File: src/shared/adc_seq_defs.vh
`ifndef ADC_SEQ_DEFS_VH
`define ADC_SEQ_DEFS_VH
`define CAL_DEMAND_BIT      7
`define MODE_HI             6
`define MODE_LO             5
`define SCAN_HI             4
`define SCAN_LO             3
`define SNAP_HI             2
`define SNAP_LO             0
`define CONTROL_A_RESET     8'h00
`define MODE_SCAN           2'h0
`define MODE_SNAPSHOT       2'h1
`define MODE_SINGLE         2'h2
`define MODE_SHUTDOWN       2'h3
`define SNAP_SENSE_PAIR     3'h6
`define SNAP_GPIO_PAIR      3'h7
`define ALERT_FOUR_SNAP_HI  7
`define ALERT_FOUR_SNAP_LO  6
`define CH_SENSE_ONE        3'h0
`define CH_SENSE_TWO        3'h1
`define CH_GPIO_ONE         3'h2
`define CH_GPIO_FOUR        3'h5
`define STAT_I1             0
`define STAT_I2             1
`define STAT_PWR_ONE        2
`define STAT_PWR_TWO        3
`define STAT_V_LO           4
`endif

File: src/adc_conversion_sequencer.v
`timescale 1ns/1ps
`include "adc_seq_defs.vh"
// Summary of operation
// - Control bit 7 low calibrates before every current conversion; high calibrates on demand.
// - Mode 00 runs continuous scan repeatedly without host action; it is reset default.
// - Mode 01 snapshot starts all converters together; voltage converts selected channel(s), stops.
// - In snapshot each current converter converts exactly once then stops.
// - Scan select picks all six, sense pair, gpio 1-2, or gpio 1-4 inputs.
// - Snapshot codes 0-5 convert one voltage; currents measured, power not updated.
// - Snapshot codes 6 and 7 convert a pair and update power results.
// - Snapshot completion halts converters and sets matching new-data status bits.
// - Snapshot alert enable bits raise an alert when a snapshot finishes.
// - Host rewrites control to request another snapshot; each write starts one.
// - Mode 10 measures all six voltages once, updates results, then halts.
// - During bus traffic result register updates are blocked and those results lost.
// - Mode 11 shuts converters and reference down, registers stay accessible.
// - Demand calibration runs once right after each control write that does not select shutdown (mode 11).
module adc_conversion_sequencer
(
   input  wire       i_clk_sys,
   input  wire       i_rst,
   input  wire       i_ce,
   input  wire       i_ctrl_wr,
   input  wire [7:0] i_ctrl_wdata,
   input  wire [1:0] i_alert_enable_four,
   input  wire       i_bus_busy,
   input  wire       i_iconv_done,
   input  wire       i_vconv_done,
   output reg  [7:0] o_adc_control_a,
   output reg        o_iconv_start,
   output reg        o_iconv_cal,
   output reg        o_vconv_start,
   output reg  [2:0] o_vconv_chan,
   output reg        o_power_update,
   output reg        o_current_update,
   output reg        o_voltage_update,
   output reg  [2:0] o_voltage_chan,
   output reg  [9:0] o_status_set,
   output reg        o_alert,
   output reg        o_analog_on
);
// ============================================================
// State.
localparam ST_IDLE = 2'h0;
localparam ST_RUN  = 2'h1;
localparam ST_HALT = 2'h2;
reg  [1:0] state;
reg        i_busy;
reg        v_busy;
reg        i_left;
reg        cal_pending;
reg  [2:0] v_chan;
reg        v_last;
reg        v_second;
reg        restart;
reg  [1:0] ops_seen;
wire [2:0] scan_next;
wire       scan_wrap;
wire [1:0] mode = o_adc_control_a[`MODE_HI:`MODE_LO];
wire [2:0] snap = o_adc_control_a[`SNAP_HI:`SNAP_LO];
wire       pair = (snap == `SNAP_SENSE_PAIR) || (snap == `SNAP_GPIO_PAIR);
vchan_select u_sel
(
   .i_scan_sel  (o_adc_control_a[`SCAN_HI:`SCAN_LO]),
   .i_chan      (v_chan),
   .o_next_chan (scan_next),
   .o_wrap      (scan_wrap)
);
// ============================================================
// Functions.
function [2:0] first_chan;
   input [7:0] ctrl;
   begin
      if (ctrl[`MODE_HI:`MODE_LO] == `MODE_SNAPSHOT)
         first_chan = (ctrl[`SNAP_HI:`SNAP_LO] == `SNAP_SENSE_PAIR) ? `CH_SENSE_ONE :
                      (ctrl[`SNAP_HI:`SNAP_LO] == `SNAP_GPIO_PAIR) ? `CH_GPIO_ONE : ctrl[`SNAP_HI:`SNAP_LO];
      else if (ctrl[`MODE_HI:`MODE_LO] == `MODE_SCAN && ctrl[`SCAN_HI])
         first_chan = `CH_GPIO_ONE;
      else
         first_chan = `CH_SENSE_ONE;
   end
endfunction
// Power operand channel: sense or gpio pair.
function pwr_chan;
   input [2:0] ch;
   input       gpio_ops;
   begin
      pwr_chan = gpio_ops ? (ch == `CH_GPIO_ONE || ch == 3'h3) : (ch == `CH_SENSE_ONE || ch == `CH_SENSE_TWO);
   end
endfunction
wire gpio_ops = (mode == `MODE_SNAPSHOT) ? (snap == `SNAP_GPIO_PAIR) :
                (mode == `MODE_SCAN) ? o_adc_control_a[`SCAN_HI] : 1'b0;
wire v_done_last = (mode == `MODE_SCAN) ? 1'b0 :
                   (mode == `MODE_SNAPSHOT) ? (!pair || v_second) : (v_chan == `CH_GPIO_FOUR);
wire [2:0] next_v_chan = (mode == `MODE_SCAN) ? scan_next : v_chan + 3'h1;
// ============================================================
// Sequencer.
always @(posedge i_clk_sys)
begin
   if (i_rst)
   begin
      o_adc_control_a  <= `CONTROL_A_RESET;
      state            <= ST_IDLE;
      i_busy           <= 1'b0;
      v_busy           <= 1'b0;
      i_left           <= 1'b0;
      cal_pending      <= 1'b0;
      v_chan           <= 3'h0;
      v_last           <= 1'b0;
      v_second         <= 1'b0;
      restart          <= 1'b1;
      ops_seen         <= 2'h0;
      o_iconv_start    <= 1'b0;
      o_iconv_cal      <= 1'b0;
      o_vconv_start    <= 1'b0;
      o_vconv_chan     <= 3'h0;
      o_power_update   <= 1'b0;
      o_current_update <= 1'b0;
      o_voltage_update <= 1'b0;
      o_voltage_chan   <= 3'h0;
      o_status_set     <= 10'h000;
      o_alert          <= 1'b0;
      o_analog_on      <= 1'b0;
   end
   else if (i_ce)
   begin
      o_iconv_start    <= 1'b0;
      o_vconv_start    <= 1'b0;
      o_power_update   <= 1'b0;
      o_current_update <= 1'b0;
      o_voltage_update <= 1'b0;
      o_status_set     <= 10'h000;
      o_alert          <= 1'b0;
      if (i_ctrl_wr)
      begin
         o_adc_control_a <= i_ctrl_wdata;
         restart         <= 1'b1;
         cal_pending     <= 1'b1;
         i_busy          <= 1'b0;
         v_busy          <= 1'b0;
         state           <= ST_IDLE;
      end
      else if (restart)
      begin
         restart     <= 1'b0;
         o_analog_on <= (mode != `MODE_SHUTDOWN);
         if (mode == `MODE_SHUTDOWN)
            state <= ST_HALT;
         else
         begin
            state         <= ST_RUN;
            v_chan        <= first_chan(o_adc_control_a);
            o_vconv_chan  <= first_chan(o_adc_control_a);
            v_second      <= 1'b0;
            v_last        <= 1'b0;
            ops_seen      <= 2'h0;
            i_busy        <= 1'b1;
            v_busy        <= 1'b1;
            i_left        <= (mode == `MODE_SCAN);
            o_iconv_start <= 1'b1;
            o_vconv_start <= 1'b1;
            o_iconv_cal   <= !o_adc_control_a[`CAL_DEMAND_BIT] || cal_pending;
            cal_pending   <= 1'b0;
         end
      end
      else if (state == ST_RUN)
      begin
         if (i_busy && i_iconv_done)
         begin
            if (!i_bus_busy)
            begin
               o_current_update <= 1'b1;
               o_status_set[`STAT_I1] <= 1'b1;
               o_status_set[`STAT_I2] <= 1'b1;
               if ((mode != `MODE_SNAPSHOT || pair) && (mode != `MODE_SCAN || ops_seen == 2'h3))
               begin
                  o_power_update <= 1'b1;
                  o_status_set[`STAT_PWR_ONE] <= 1'b1;
                  o_status_set[`STAT_PWR_TWO] <= 1'b1;
               end
            end
            if (i_left || (mode == `MODE_SINGLE && !v_last))
            begin
               o_iconv_start <= 1'b1;
               o_iconv_cal   <= !o_adc_control_a[`CAL_DEMAND_BIT];
            end
            else
               i_busy <= 1'b0;
         end
         if (v_busy && i_vconv_done)
         begin
            if (pwr_chan(v_chan, gpio_ops))
               ops_seen[v_chan[0]] <= 1'b1;
            if (!i_bus_busy)
            begin
               o_voltage_update <= 1'b1;
               o_voltage_chan   <= v_chan;
               o_status_set[`STAT_V_LO + v_chan] <= 1'b1;
            end
            if (v_done_last)
            begin
               v_busy <= 1'b0;
               v_last <= 1'b1;
            end
            else
            begin
               v_second      <= 1'b1;
               v_chan        <= next_v_chan;
               o_vconv_chan  <= next_v_chan;
               o_vconv_start <= 1'b1;
            end
         end
         if (mode != `MODE_SCAN && !v_busy && !i_busy)
         begin
            state <= ST_HALT;
            if (mode == `MODE_SNAPSHOT && (i_alert_enable_four != 2'h0))
               o_alert <= 1'b1;
         end
      end
   end
end
endmodule

File: src/vchan_select.v
`timescale 1ns/1ps
module vchan_select
(
   input  wire [1:0] i_scan_sel,
   input  wire [2:0] i_chan,
   output reg  [2:0] o_next_chan,
   output reg        o_wrap
);
// ============================================================
// Next voltage channel in round robin for the selected scan set.
always @*
begin
   o_next_chan = i_chan + 3'h1;
   o_wrap      = 1'b0;
   case (i_scan_sel)
      2'h0:
      begin
         o_wrap = (i_chan == 3'h5);
         if (o_wrap) o_next_chan = 3'h0;
      end
      2'h1:
      begin
         o_wrap = (i_chan == 3'h1);
         if (o_wrap) o_next_chan = 3'h0;
      end
      2'h2:
      begin
         o_wrap = (i_chan == 3'h3);
         if (o_wrap) o_next_chan = 3'h2;
      end
      default:
      begin
         o_wrap = (i_chan == 3'h5);
         if (o_wrap) o_next_chan = 3'h2;
      end
   endcase
end
endmodule

File: config.mk
export PLATFORM = sky130hd
export DESIGN_NAME = adc_conversion_sequencer
export DESIGN_NICKNAME = d
export VERILOG_FILES = /design/src/adc_conversion_sequencer.v /design/src/vchan_select.v
export VERILOG_INCLUDE_DIRS = /design/src /design/src/shared
export SDC_FILE = /design/constraint.sdc
export NUM_CORES = 1
export LEC_CHECK = 0
export BUFFER_PORTS_ARGS = -buffer_cell sky130_fd_sc_hd__buf_2
export CORE_UTILIZATION = 56
export CTS_CLUSTER_DIAMETER = 50
export DETAILED_ROUTE_END_ITERATION = 8
export GPL_TIMING_DRIVEN = 0
export PLACE_DENSITY = 0.83
export SLEW_MARGIN = 20
export SYNTH_ARGS = -nofsm -noshare
export SYNTH_HDL_FRONTEND = slang
export SYNTH_SLANG_ARGS = --single-unit
export TNS_END_PERCENT = 50
File: constraint.sdc
create_clock -name i_clk_sys -period 3.4 [get_ports i_clk_sys]
set_input_delay 0.17 -clock i_clk_sys [delete_from_list [all_inputs] [get_ports i_clk_sys]]
set_output_delay 0.17 -clock i_clk_sys [all_outputs]
set_load 0.03 [all_outputs]
==> impl_metrics.toml, run 1 <==
[floorplanning]
floorplan.io_pins = 49
die-height_um = 61.1
core_area_um2 = 3340
die-width_um = 61.1
start_util = 0.586
die-area_um2 = 3730
placementRows = 21

[synth]
synth-seq-area-share = 0.399
postSynth.topFlopCell = "dfxtp_1"
post_synth_inst_count = 244
synth.area.top_cells = "dfxtp_1 40%, a21oi_1 7.2%, nand2_1 6.9%"
cell_area_synth_um2 = 1960
netlist.area_leader.share = 0.399
synthesis.yosys.warnings = 0
synth_seq_cells = 39
synth_edf_count = 0
async_reset_ff_frac = 0
post_synth.cell_area_avg_um2 = 8.01
synthDominantAreaCellType = "dfxtp_1"
synth_nets = 267
synth_cell_type_count = 49

[clock_network]
postCtsSetupRepairBufs = 0
clockBufferDepth = 2
cts_hold_repair.buffers = 0
tritoncts = "done"
cts_num_sinks = 39
cts_max_level = 2
post_cts_resize_count = 0
clk_transition_reported_paths_ns = 0.12
buffer_cell_driving_the_clock_tree_root = "clkbuf_4"
worst_skew_pair.late_latency_ns = 0.34
numCtsBuffers = 5

[worst_setup_path]
r2r_cells = 7
endpoint_kind = "register"
critPathLaunch = "v_chan[1]"
timing.rr.start = "v_chan[1]"
critical_path.endpoint = "v_chan[1]"
timing.rr.end = "v_chan[1]"
timing.critical_path.required_ns = 3.65
path_class = "reg -> reg"
worstPathMaxFanout = 8
cp.arrival_ns = 2.68
startpoint_type = "register"
setup.reg_to_reg.worst_slack_ns = 0.97

[place]
dp_cells = 336
gpl.final_weighted_congestion = 0.895
dp_worst_setup_slack_ns = 1.00
dpl.hpwl_um = 3570
port_buffers = 46
detailed_place.area_um2 = 2240

[sta]
timing.fmax_ghz = 0.412
finalHoldViolations = 0
final_total_negative_setup_slack_ns = 0
finalMaxSlewViolations = 0
slew_headroom = 0.413
fin_worst_skew_ns = 0.00866
setup_slack_ns = 0.973
unrepaired_setup_endpoints_after_global_routing = "no"
final_min_period_over_clock_period = 0.714
setup_violations = 0
fin_crit_ns = 2.43
tightest_slew_ns = 0.875
min_hold_slack_ns = 0.0463

[cells_and_area]
num_antenna_cells = 0
design_area_um2 = 2330
layout.area.seq_um2 = 781
multi_input_comb_area_um2 = 1050
num-nets-final = 320
number_of_standard_cells_in_the_layout_taps_in_and_fillers_out = 344
area_growth_syn_to_layout_pct = 19.1
layout_filler_cell_count = 295
drive_gt1_frac = 0.232

[drt]
detail_route.wl_per_cell_um = 14.2
detail_route.iter0.violations = 133
ant_nets = 0
route.vias.total = 1991
remaining_drc_errors = 0
wire_length_after_detailed_routing_um = 4870
post_drt_via_cell_ratio = 5.79
dr.pass1.iters = 4

[grt]
track_usage = 0.282
grt_max_degree = 13
grt_first_pass_wirelength_um = 7680
first_global_vias = 1660
antenna_violations_before_repair = 0
grt.overflow.total = 0

[pwr]
power.leakage_nw = 0.963
power_density_nw_per_um2 = 412
ir_worst_vdd_v = 0.000296

[status]
run_status = "finished, final reports clean"

[worst_hold_path]
holdCritPathClass = "in -> reg"

[flow_run]
count_of_maximum_capacitance_violations = 0
[sequential cells by signal, summed over array words and instances, names as in the netlist, 2 cells and up]
name / flops
o_adc_control_a: 8
o_status_set: 6
o_voltage_chan: 3
v_chan: 3
ops_seen: 2
state: 2
[final cells by class]
cell class,instances,area share
timing repair buffer,46,0.0988
sequential,39,0.335
buffer,18,0.0392
tap,46,0.0247
inverter,8,0.0129
clock inverter,2,0.0150
clock buffer,6,0.0220
multi-input combinational,179,0.452
[worst max-delay path, stage by stage, from the launching register on]
cell and delay [ns]:
dfxtp_1 0.48, inv_1 0.12, ha_1 0.29, and3_1 0.22, a211oi_1 0.38, a21o_1 0.23, and2_1 0.24, mux2_2 0.35
[metal layers]
| layer | vias to the layer above | wire length, um | track usage |
|---|---|---|---|
| met2 | 91 | 2240 | 0.447 |
| met4 | 0 | 61 | 0.0942 |
| met1 | 913 | 2210 | 0.383 |
| met5 | - | 0 | 0 |
| li1 | 976 | - | - |
| met3 | 11 | 361 | 0.0630 |
[kinds of logic (layout without fill, tap and decap cells)]
| family | Yosys count | count (layout) | share of synthesized area |
|---|---|---|---|
| AO/OA/AOI/OAI | 75 | 75 | 0.263 |
| buffers and inverters | 26 | 80 | 0.0621 |
| XOR/XNOR | 1 | 1 | 0.00448 |
| AND/OR/NAND/NOR | 96 | 96 | 0.227 |
| adder cells (fa/ha/maj) | 6 | 6 | 0.0384 |
| multiplexers | 1 | 1 | 0.00576 |
| flip-flops | 39 | 39 | 0.399 |
[cells in the final DEF, fill, tap and decap left out, drive strengths merged, types with 3 or more instances in the layout]
cell type  netlist  layout
a211oi           8       8
nand3            3       3
a21oi           28      28
nand2b           3       3
a31oi            3       3
nand4            3       3
clkbuf           8      14
nor3             8       8
and2             3       3
o21ai            6       6
buf             10      56
a311oi           3       3
nand2           36      36
a22oi            5       5
o21a             3       3
inv              7       7
dfxtp           39      39
ha               6       6
nor2b            6       6
nor2            26      26
[power by group]
| part | leakage [nW] | internal, W | total (W) | switching (W) |
|---|---|---|---|---|
| sequential | 0.317 | 0.000472 | 0.000488 | 0.0000152 |
| clock | 0.0482 | 0.000174 | 0.000326 | 0.000153 |
| combinational | 0.597 | 0.0000508 | 0.000146 | 0.0000953 |
[Yosys cell counts (5+ instances only)]
| library cell | n |
|---|---|
| a211oi_1 | 8 |
| a21oi_1 | 28 |
| a22oi_1 | 5 |
| buf_4 | 5 |
| clkbuf_1 | 7 |
| dfxtp_1 | 39 |
| ha_1 | 6 |
| inv_1 | 7 |
| nand2_1 | 36 |
| nor2_1 | 26 |
| nor2b_1 | 6 |
| nor3_1 | 8 |
| o21ai_0 | 6 |
[through the flow]
stage          total power [W]   util
2_1_floorplan         0.000597      -
3_3_place_gp          0.000640  0.672
3_5_place_dp          0.000642  0.672
4_1_cts               0.000964  0.698
5_1_grt                0.00100  0.698
6_report              0.000960  0.698
[how the worst min path moves through the flow]
stage,from,cells past startpoint,endpoint
3_5_place_dp,i_ctrl_wdata[2],3,o_adc_control_a[2]
3_3_place_gp,i_ctrl_wdata[0],3,o_adc_control_a[0]
4_1_cts,i_ctrl_wdata[2],3,o_adc_control_a[2]
6_report,i_ctrl_wdata[2],3,o_adc_control_a[2]
2_1_floorplan,i_ctrl_wdata[4],2,o_adc_control_a[4]
5_1_grt,i_ctrl_wdata[6],3,o_adc_control_a[6]
Power figures use the tool's default switching activity.
==> inputs of run 2 (changes only) <==
- ABC_AREA: default -> 1
- CORE_UTILIZATION: 56 -> 52
- PLACE_DENSITY: 0.83 -> 0.79
- clock period: 3.4 -> 2.45 ns (I/O delays scaled with it)
==> run 2 against run 1 <==
  * Flip-flop and latch count stayed put
  * Clock power is 72% higher
  * Maximum frequency is 42% higher
  * Cell count is 9.9% higher
  * Non-clock buffer count is 7 lower
  * Synthesized cell count is 14% higher
  * Global-route usage is 3.6 points lower
  * Wire length is 7.7% lower
  * Sequential share of layout area stayed put
==> impl_metrics.toml, run 2 <==
[status]
run_status = "finished, final reports clean"

[sta]
unrepaired_setup_endpoints_after_global_routing = "no"
min_hold_slack_ns = 0.0704
finalMaxSlewViolations = 0
fin_worst_skew_ns = 0.00731
fin_crit_ns = 1.70
final_min_period_over_clock_period = 0.696
slew_headroom = 0.628
tightest_slew_ns = 0.559
timing.fmax_ghz = 0.587
setup_violations = 0
finalHoldViolations = 0
final_total_negative_setup_slack_ns = 0

[cells_and_area]
num_antenna_cells = 0
area_growth_syn_to_layout_pct = 21.4
largest-register = "o_adc_control_a"
layout_filler_cell_count = 326
drive_gt1_frac = 0.241
reg.largest.list = "o_adc_control_a (8), o_status_set (6)"
num-nets-final = 354
final_common_cell = "nand2_1"
layout.cells.most_common_list = "74 x nand2_1, 49 x buf_2, 39 x dfxtp_1"
max_ffs_per_register = 8

[worst_setup_path]
startpoint_type = "register"
cell_breakdown_of_the_critical_path = "inv_1 -> ha_1 -> nand2_1 -> inv_1 -> nand2_1 -> nand2_1 -> nand2_1 -> nand2_4 -> nor2_2 -> nand2_1 -> a21oi_2"
crit_top_cell = "nand2_1"
timing.critical_path.required_ns = 2.69
cp_num_buf_inv = 2
path_class = "reg -> reg"
worstPathMaxFanout = 7
cpMaxStageDelayCell = "dfxtp_1"
cp.arrival_ns = 1.94
critical_path.max_stage_delay_ns = 0.43
timing.critical_path.max_delay_family = "simple AND/OR/NAND/NOR gates"
endpoint_kind = "register"

[drt]
detail_route.wl_per_cell_um = 11.9
wire_length_after_detailed_routing_um = 4500
remaining_drc_errors = 0
route.vias.total = 1949
dr.pass1.iters = 4
ant_nets = 0
detail_route.iter0.violations = 158
post_drt_via_cell_ratio = 5.16

[synth]
netlist.area_leader.share = 0.407
muxShareOfSynthArea = 0
cell_area_synth_um2 = 1920
synth_cell_type_count = 23
synthDominantAreaCellType = "dfxtp_1"
synth_edf_count = 0
synth_nets = 300
main_combinational_cell_family_by_area_after_synthesis = "simple AND/OR/NAND/NOR gates"
postSynth.topFlopCell = "dfxtp_1"
synth-seq-area-share = 0.407
synth_top_cells_by_count = "74 x nand2_1, 39 x dfxtp_1, 35 x a21oi_1"
post_synth_inst_count = 277
post_synth.cell_area_avg_um2 = 6.93
async_reset_ff_frac = 0
synth_fa_ha_area_frac = 0.0391
yosys.area_share.xor_xnor = 0
synthSimpleGateAreaFrac = 0.312
synth-compound-area-share = 0.153
synth.area.top_cells = "dfxtp_1 41%, nand2_1 14%, a21oi_1 9.1%"
synth_seq_cells = 39
synth_most_common_cell = "nand2_1"
synthesis.yosys.warnings = 0

[grt]
grt_first_pass_wirelength_um = 7530
track_usage = 0.246
first_global_vias = 1654
grt.overflow.total = 0
grt_max_degree = 13
antenna_violations_before_repair = 0

[clock_network]
cts_max_level = 2
clockBufferDepth = 2
clk_transition_reported_paths_ns = 0.08
cts_hold_repair.buffers = 0
cts_num_sinks = 39
post_cts_resize_count = 0
postCtsSetupRepairBufs = 0
worst_skew_pair.late_latency_ns = 0.30
buffer_cell_driving_the_clock_tree_root = "clkbuf_8"
tritoncts = "done"
numCtsBuffers = 5

[floorplanning]
floorplan.io_pins = 49
die-width_um = 62.8
start_util = 0.558
core_area_um2 = 3440
placementRows = 21
die-height_um = 62.8
die-area_um2 = 3940

[pwr]
power_density_nw_per_um2 = 628
ir_worst_vdd_v = 0.000364
power.leakage_nw = 1.13

[flow_run]
count_of_maximum_capacitance_violations = 0

[worst_hold_path]
holdCritPathClass = "in -> reg"

[place]
dpl.hpwl_um = 3340
gpl.final_weighted_congestion = 0.845
port_buffers = 47
## run 2: cell count changes after synthesis, sizes merged, moves of 4 or more
cell    delta
nand2     +40
inv       +24
o21ai     +13
clkbuf     -4
nor2       +6
nand3     +15
buf        -4
nor2b      -6
nor3       -5
a211oi     -8
a21oi      +8
a22oi      -5
## run 2: power breakdown
group | total (W) | internal (W) | switching [W]
Sequential | 0.000682 | 0.000659 | 0.0000226
Combinational | 0.000222 | 0.0000700 | 0.000152
Clock | 0.000560 | 0.000329 | 0.000230
## run 2: layout make-up
type,count,area (um2),area share
Tap cell,46,57.6,0.0247
Timing Repair Buffer,47,235,0.101
Clock inverter,2,35.0,0.0150
Multi-Input combinational cell,197,967,0.415
Clock buffer,6,82.6,0.0354
Sequential cell,39,781,0.335
Buffer,10,55.1,0.0236
Inverter,31,116,0.0499
## run 2: through the flow
step | util | instances | power (W) | setup slack (ns) | area, um2
detailed placement | 0.643 | 370 | 0.000916 | 0.777 | 2210
global route | 0.677 | 378 | 0.00153 | 0.582 | 2330
finish | 0.677 | 378 | 0.00146 | 0.745 | 2330
floorplan | - | 277 | 0.000850 | 0.762 | 1920
global placement | 0.643 | 370 | 0.000914 | 0.780 | 2210
CTS | 0.677 | 378 | 0.00147 | 0.748 | 2330
## run 2: worst reg2reg max path, stage by stage, from the launching register on
cell and delay (ns):
dfxtp_1 0.43, inv_1 0.12, ha_1 0.25, nand2_1 0.11
inv_1 0.07, nand2_1 0.06, nand2_1 0.09, nand2_1 0.14
nand2_4 0.10, nor2_2 0.09, nand2_1 0.08, a21oi_2 0.11
## run 2: cells by family (layout without fill, tap and decap cells)
group | count (synthesis) | after routing
buffers and inverters | 41 | 96
and+or+nand+nor | 134 | 134
AOI/OAI and AO/OA | 57 | 57
adders and majority gates | 6 | 6
DFF | 39 | 39
## run 2: per-layer routing
metal / global-route usage / share of wire
met4: 0.0785 / 0.014
met5: 0 / 0
met2: 0.383 / 0.46
met1: 0.330 / 0.46
met3: 0.0657 / 0.060
## run 2: path summary, 6_finish.rpt
check	from	endpoint	slack [ns]	depth (start not counted)
worst min register to register	cal_pending	cal_pending	0.46	2
worst max-delay path	v_chan[1]	v_chan[1]	0.75	11
worst min-delay path	i_ctrl_wdata[6]	o_adc_control_a[6]	0.07	3
worst max register to register	v_chan[1]	v_chan[1]	0.75	11
==> inputs of run 3 (changes only) <==
- CORE_UTILIZATION: 52 -> 47
- PLACE_DENSITY: 0.79 -> 0.75
- clock period: 2.45 -> 1.4 ns (I/O delays scaled with it)
==> run 3 against run 2 <==
  * The run now ends with negative setup slack left
  * Cell count rose by 5.3%
  * Critical path depth did not move
  * Clock skew fell by 0.00090 ns
  * Utilization rose by 2.3 points
  * Global-route usage rose by 0.54 points
  * Non-clock buffer count rose by 18
  * Hold slack got worse by 0.053 ns
  * Clock power rose by 110%
  * Power rose by 94%
  * Critical endpoint is now v_chan[0]
==> impl_metrics.toml, run 3 (same netlist as run 2, synthesis figures left out) <==
[drt]
dr.pass1.iters = 5
detail_route.wl_per_cell_um = 13.5
detail_route.iter0.violations = 167
ant_nets = 0
post_drt_via_cell_ratio = 5.41
route.vias.total = 2152
wire_length_after_detailed_routing_um = 5360
remaining_drc_errors = 0

[place]
detailed_place.area_um2 = 2230
gpl.final_weighted_congestion = 0.903
port_buffers = 47
dp_worst_setup_slack_ns = -0.140
dpl.hpwl_um = 3370

[sta]
setup_slack_ns = -0.0664
tightest_slew_ns = 0.496
slew_headroom = 0.669
unrepaired_setup_endpoints_after_global_routing = "yes"
finalHoldViolations = 0
finalMaxSlewViolations = 0
final_min_period_over_clock_period = 1.05
fin_crit_ns = 1.47
fin_worst_skew_ns = 0.00641
timing.fmax_ghz = 0.682
setup_violations = 6

[clock_network]
numCtsBuffers = 5
cts_max_level = 2
tritoncts = "done"
clockBufferDepth = 2
clk_transition_reported_paths_ns = 0.08
buffer_cell_driving_the_clock_tree_root = "clkbuf_8"
cts_hold_repair.buffers = 0
cts_num_sinks = 39
worst_skew_pair.late_latency_ns = 0.30

[worst_setup_path]
cell_breakdown_of_the_critical_path = "inv_4 -> ha_4 -> nand2_4 -> inv_2 -> nand2_1 -> nand2_1 -> nand2_1 -> o21ai_1 -> nand2_1 -> nor2_2 -> nor2_2"
critical_path.max_stage_delay_ns = 0.39
timing.critical_path.required_ns = 1.60
cp.arrival_ns = 1.67
setup.reg_to_reg.worst_slack_ns = -0.07
endpoint_kind = "register"
timing.critical_path.max_delay_family = "simple AND/OR/NAND/NOR gates"
startpoint_type = "register"
cpMaxStageDelayCell = "dfxtp_4"
worstPathMaxFanout = 5
crit_top_cell = "nand2_1"
path_class = "reg -> reg"
cp_num_buf_inv = 2

[flow_run]
count_of_maximum_capacitance_violations = 0

[grt]
globalRouteMet3Util = 0.0466
grt_first_pass_wirelength_um = 8190
global_route.peak_usage_layer = "met2"
antenna_violations_before_repair = 0
first_global_vias = 1804
grt_max_degree = 14
track_usage = 0.252
grt.met1_usage = 0.321
grt.overflow.total = 0
met2_usage = 0.406

[pwr]
report.power.total_w = 0.00284
power_density_nw_per_um2 = 1070
power.leakage_nw = 1.24
ir_worst_vdd_v = 0.000553

[status]
run_status = "finished with violations"
failed_checks = "negative setup slack"

[worst_hold_path]
holdCritPathClass = "in -> reg"

[cells_and_area]
layout_filler_cell_count = 308
area_growth_syn_to_layout_pct = 38.5
layout.cells.most_common_list = "67 x nand2_1, 48 x buf_2, 35 x a21oi_1"
drive_gt1_frac = 0.354
design_area_um2 = 2660
max_ffs_per_register = 8
largest-register = "o_adc_control_a"
reg.largest.list = "o_adc_control_a (8), o_status_set (6)"
num_antenna_cells = 0
num-nets-final = 372
multi_input_comb_area_um2 = 1100
layout.area.seq_um2 = 795
final_common_cell = "nand2_1"

[floorplanning]
die-area_um2 = 4340
placementRows = 22
start_util = 0.505
die-height_um = 65.9
die-width_um = 65.9
core_area_um2 = 3800
floorplan.io_pins = 49
[run 3: tightest hold or removal path, stage by stage]
cell and delay, ns:
buf_2 0.07, o21ai_0 0.07, nor2_1 0.07
[run 3: what timing repair did]
item / in CTS / in global routing
gates resized for setup: 22 / 19
setup buffers: 9 / 9
pin swaps: 6 / 8
endpoints found under the setup margin: 7 / 22
[run 3: final timing paths]
check	startpoint	endpoint	cells after the start
worst max register to register	v_chan[1]	v_chan[0]	11
worst min register to register	cal_pending	cal_pending	2
worst min-delay path	i_ctrl_wdata[6]	o_adc_control_a[6]	3
worst max-delay path	v_chan[1]	v_chan[0]	11
[run 3: metrics by stage]
step,util,instances,hold WS (ns),setup TNS (ns)
finish,0.700,398,0.0175,-0.261
detailed placement,0.587,372,0.328,-0.431
global route,0.700,398,0.0597,-0.691
floorplan,-,277,0.201,-0.00710
global placement,0.587,372,0.324,-0.351
CTS,0.664,389,0.0200,0
[run 3: cell type report]
cell class | count | area share
multi-input cells | 197 | 0.413
clock inverters | 3 | 0.0254
well taps | 48 | 0.0226
clock buffers | 5 | 0.0259
inverters | 31 | 0.0508
plain buffers | 10 | 0.0231
repair buffers | 65 | 0.141
flip-flops and latches | 39 | 0.299
[run 3: routing by layer]
layer  wire length [um]  vias to the layer above
met1               2250                      999
li1                   -                     1040
met3                384                       15
met5                  0                        -
met4                121                        0
met2               2610                       98
[run 3: report_power, final]
group | total [W] | switching [W] | internal, W | leakage (nW)
Clock | 0.00115 | 0.000437 | 0.000711 | 0.0644
Sequential | 0.00120 | 0.0000481 | 0.00115 | 0.321
Combinational | 0.000491 | 0.000310 | 0.000181 | 0.859
Total | 0.00284 | 0.000795 | 0.00205 | 1.24
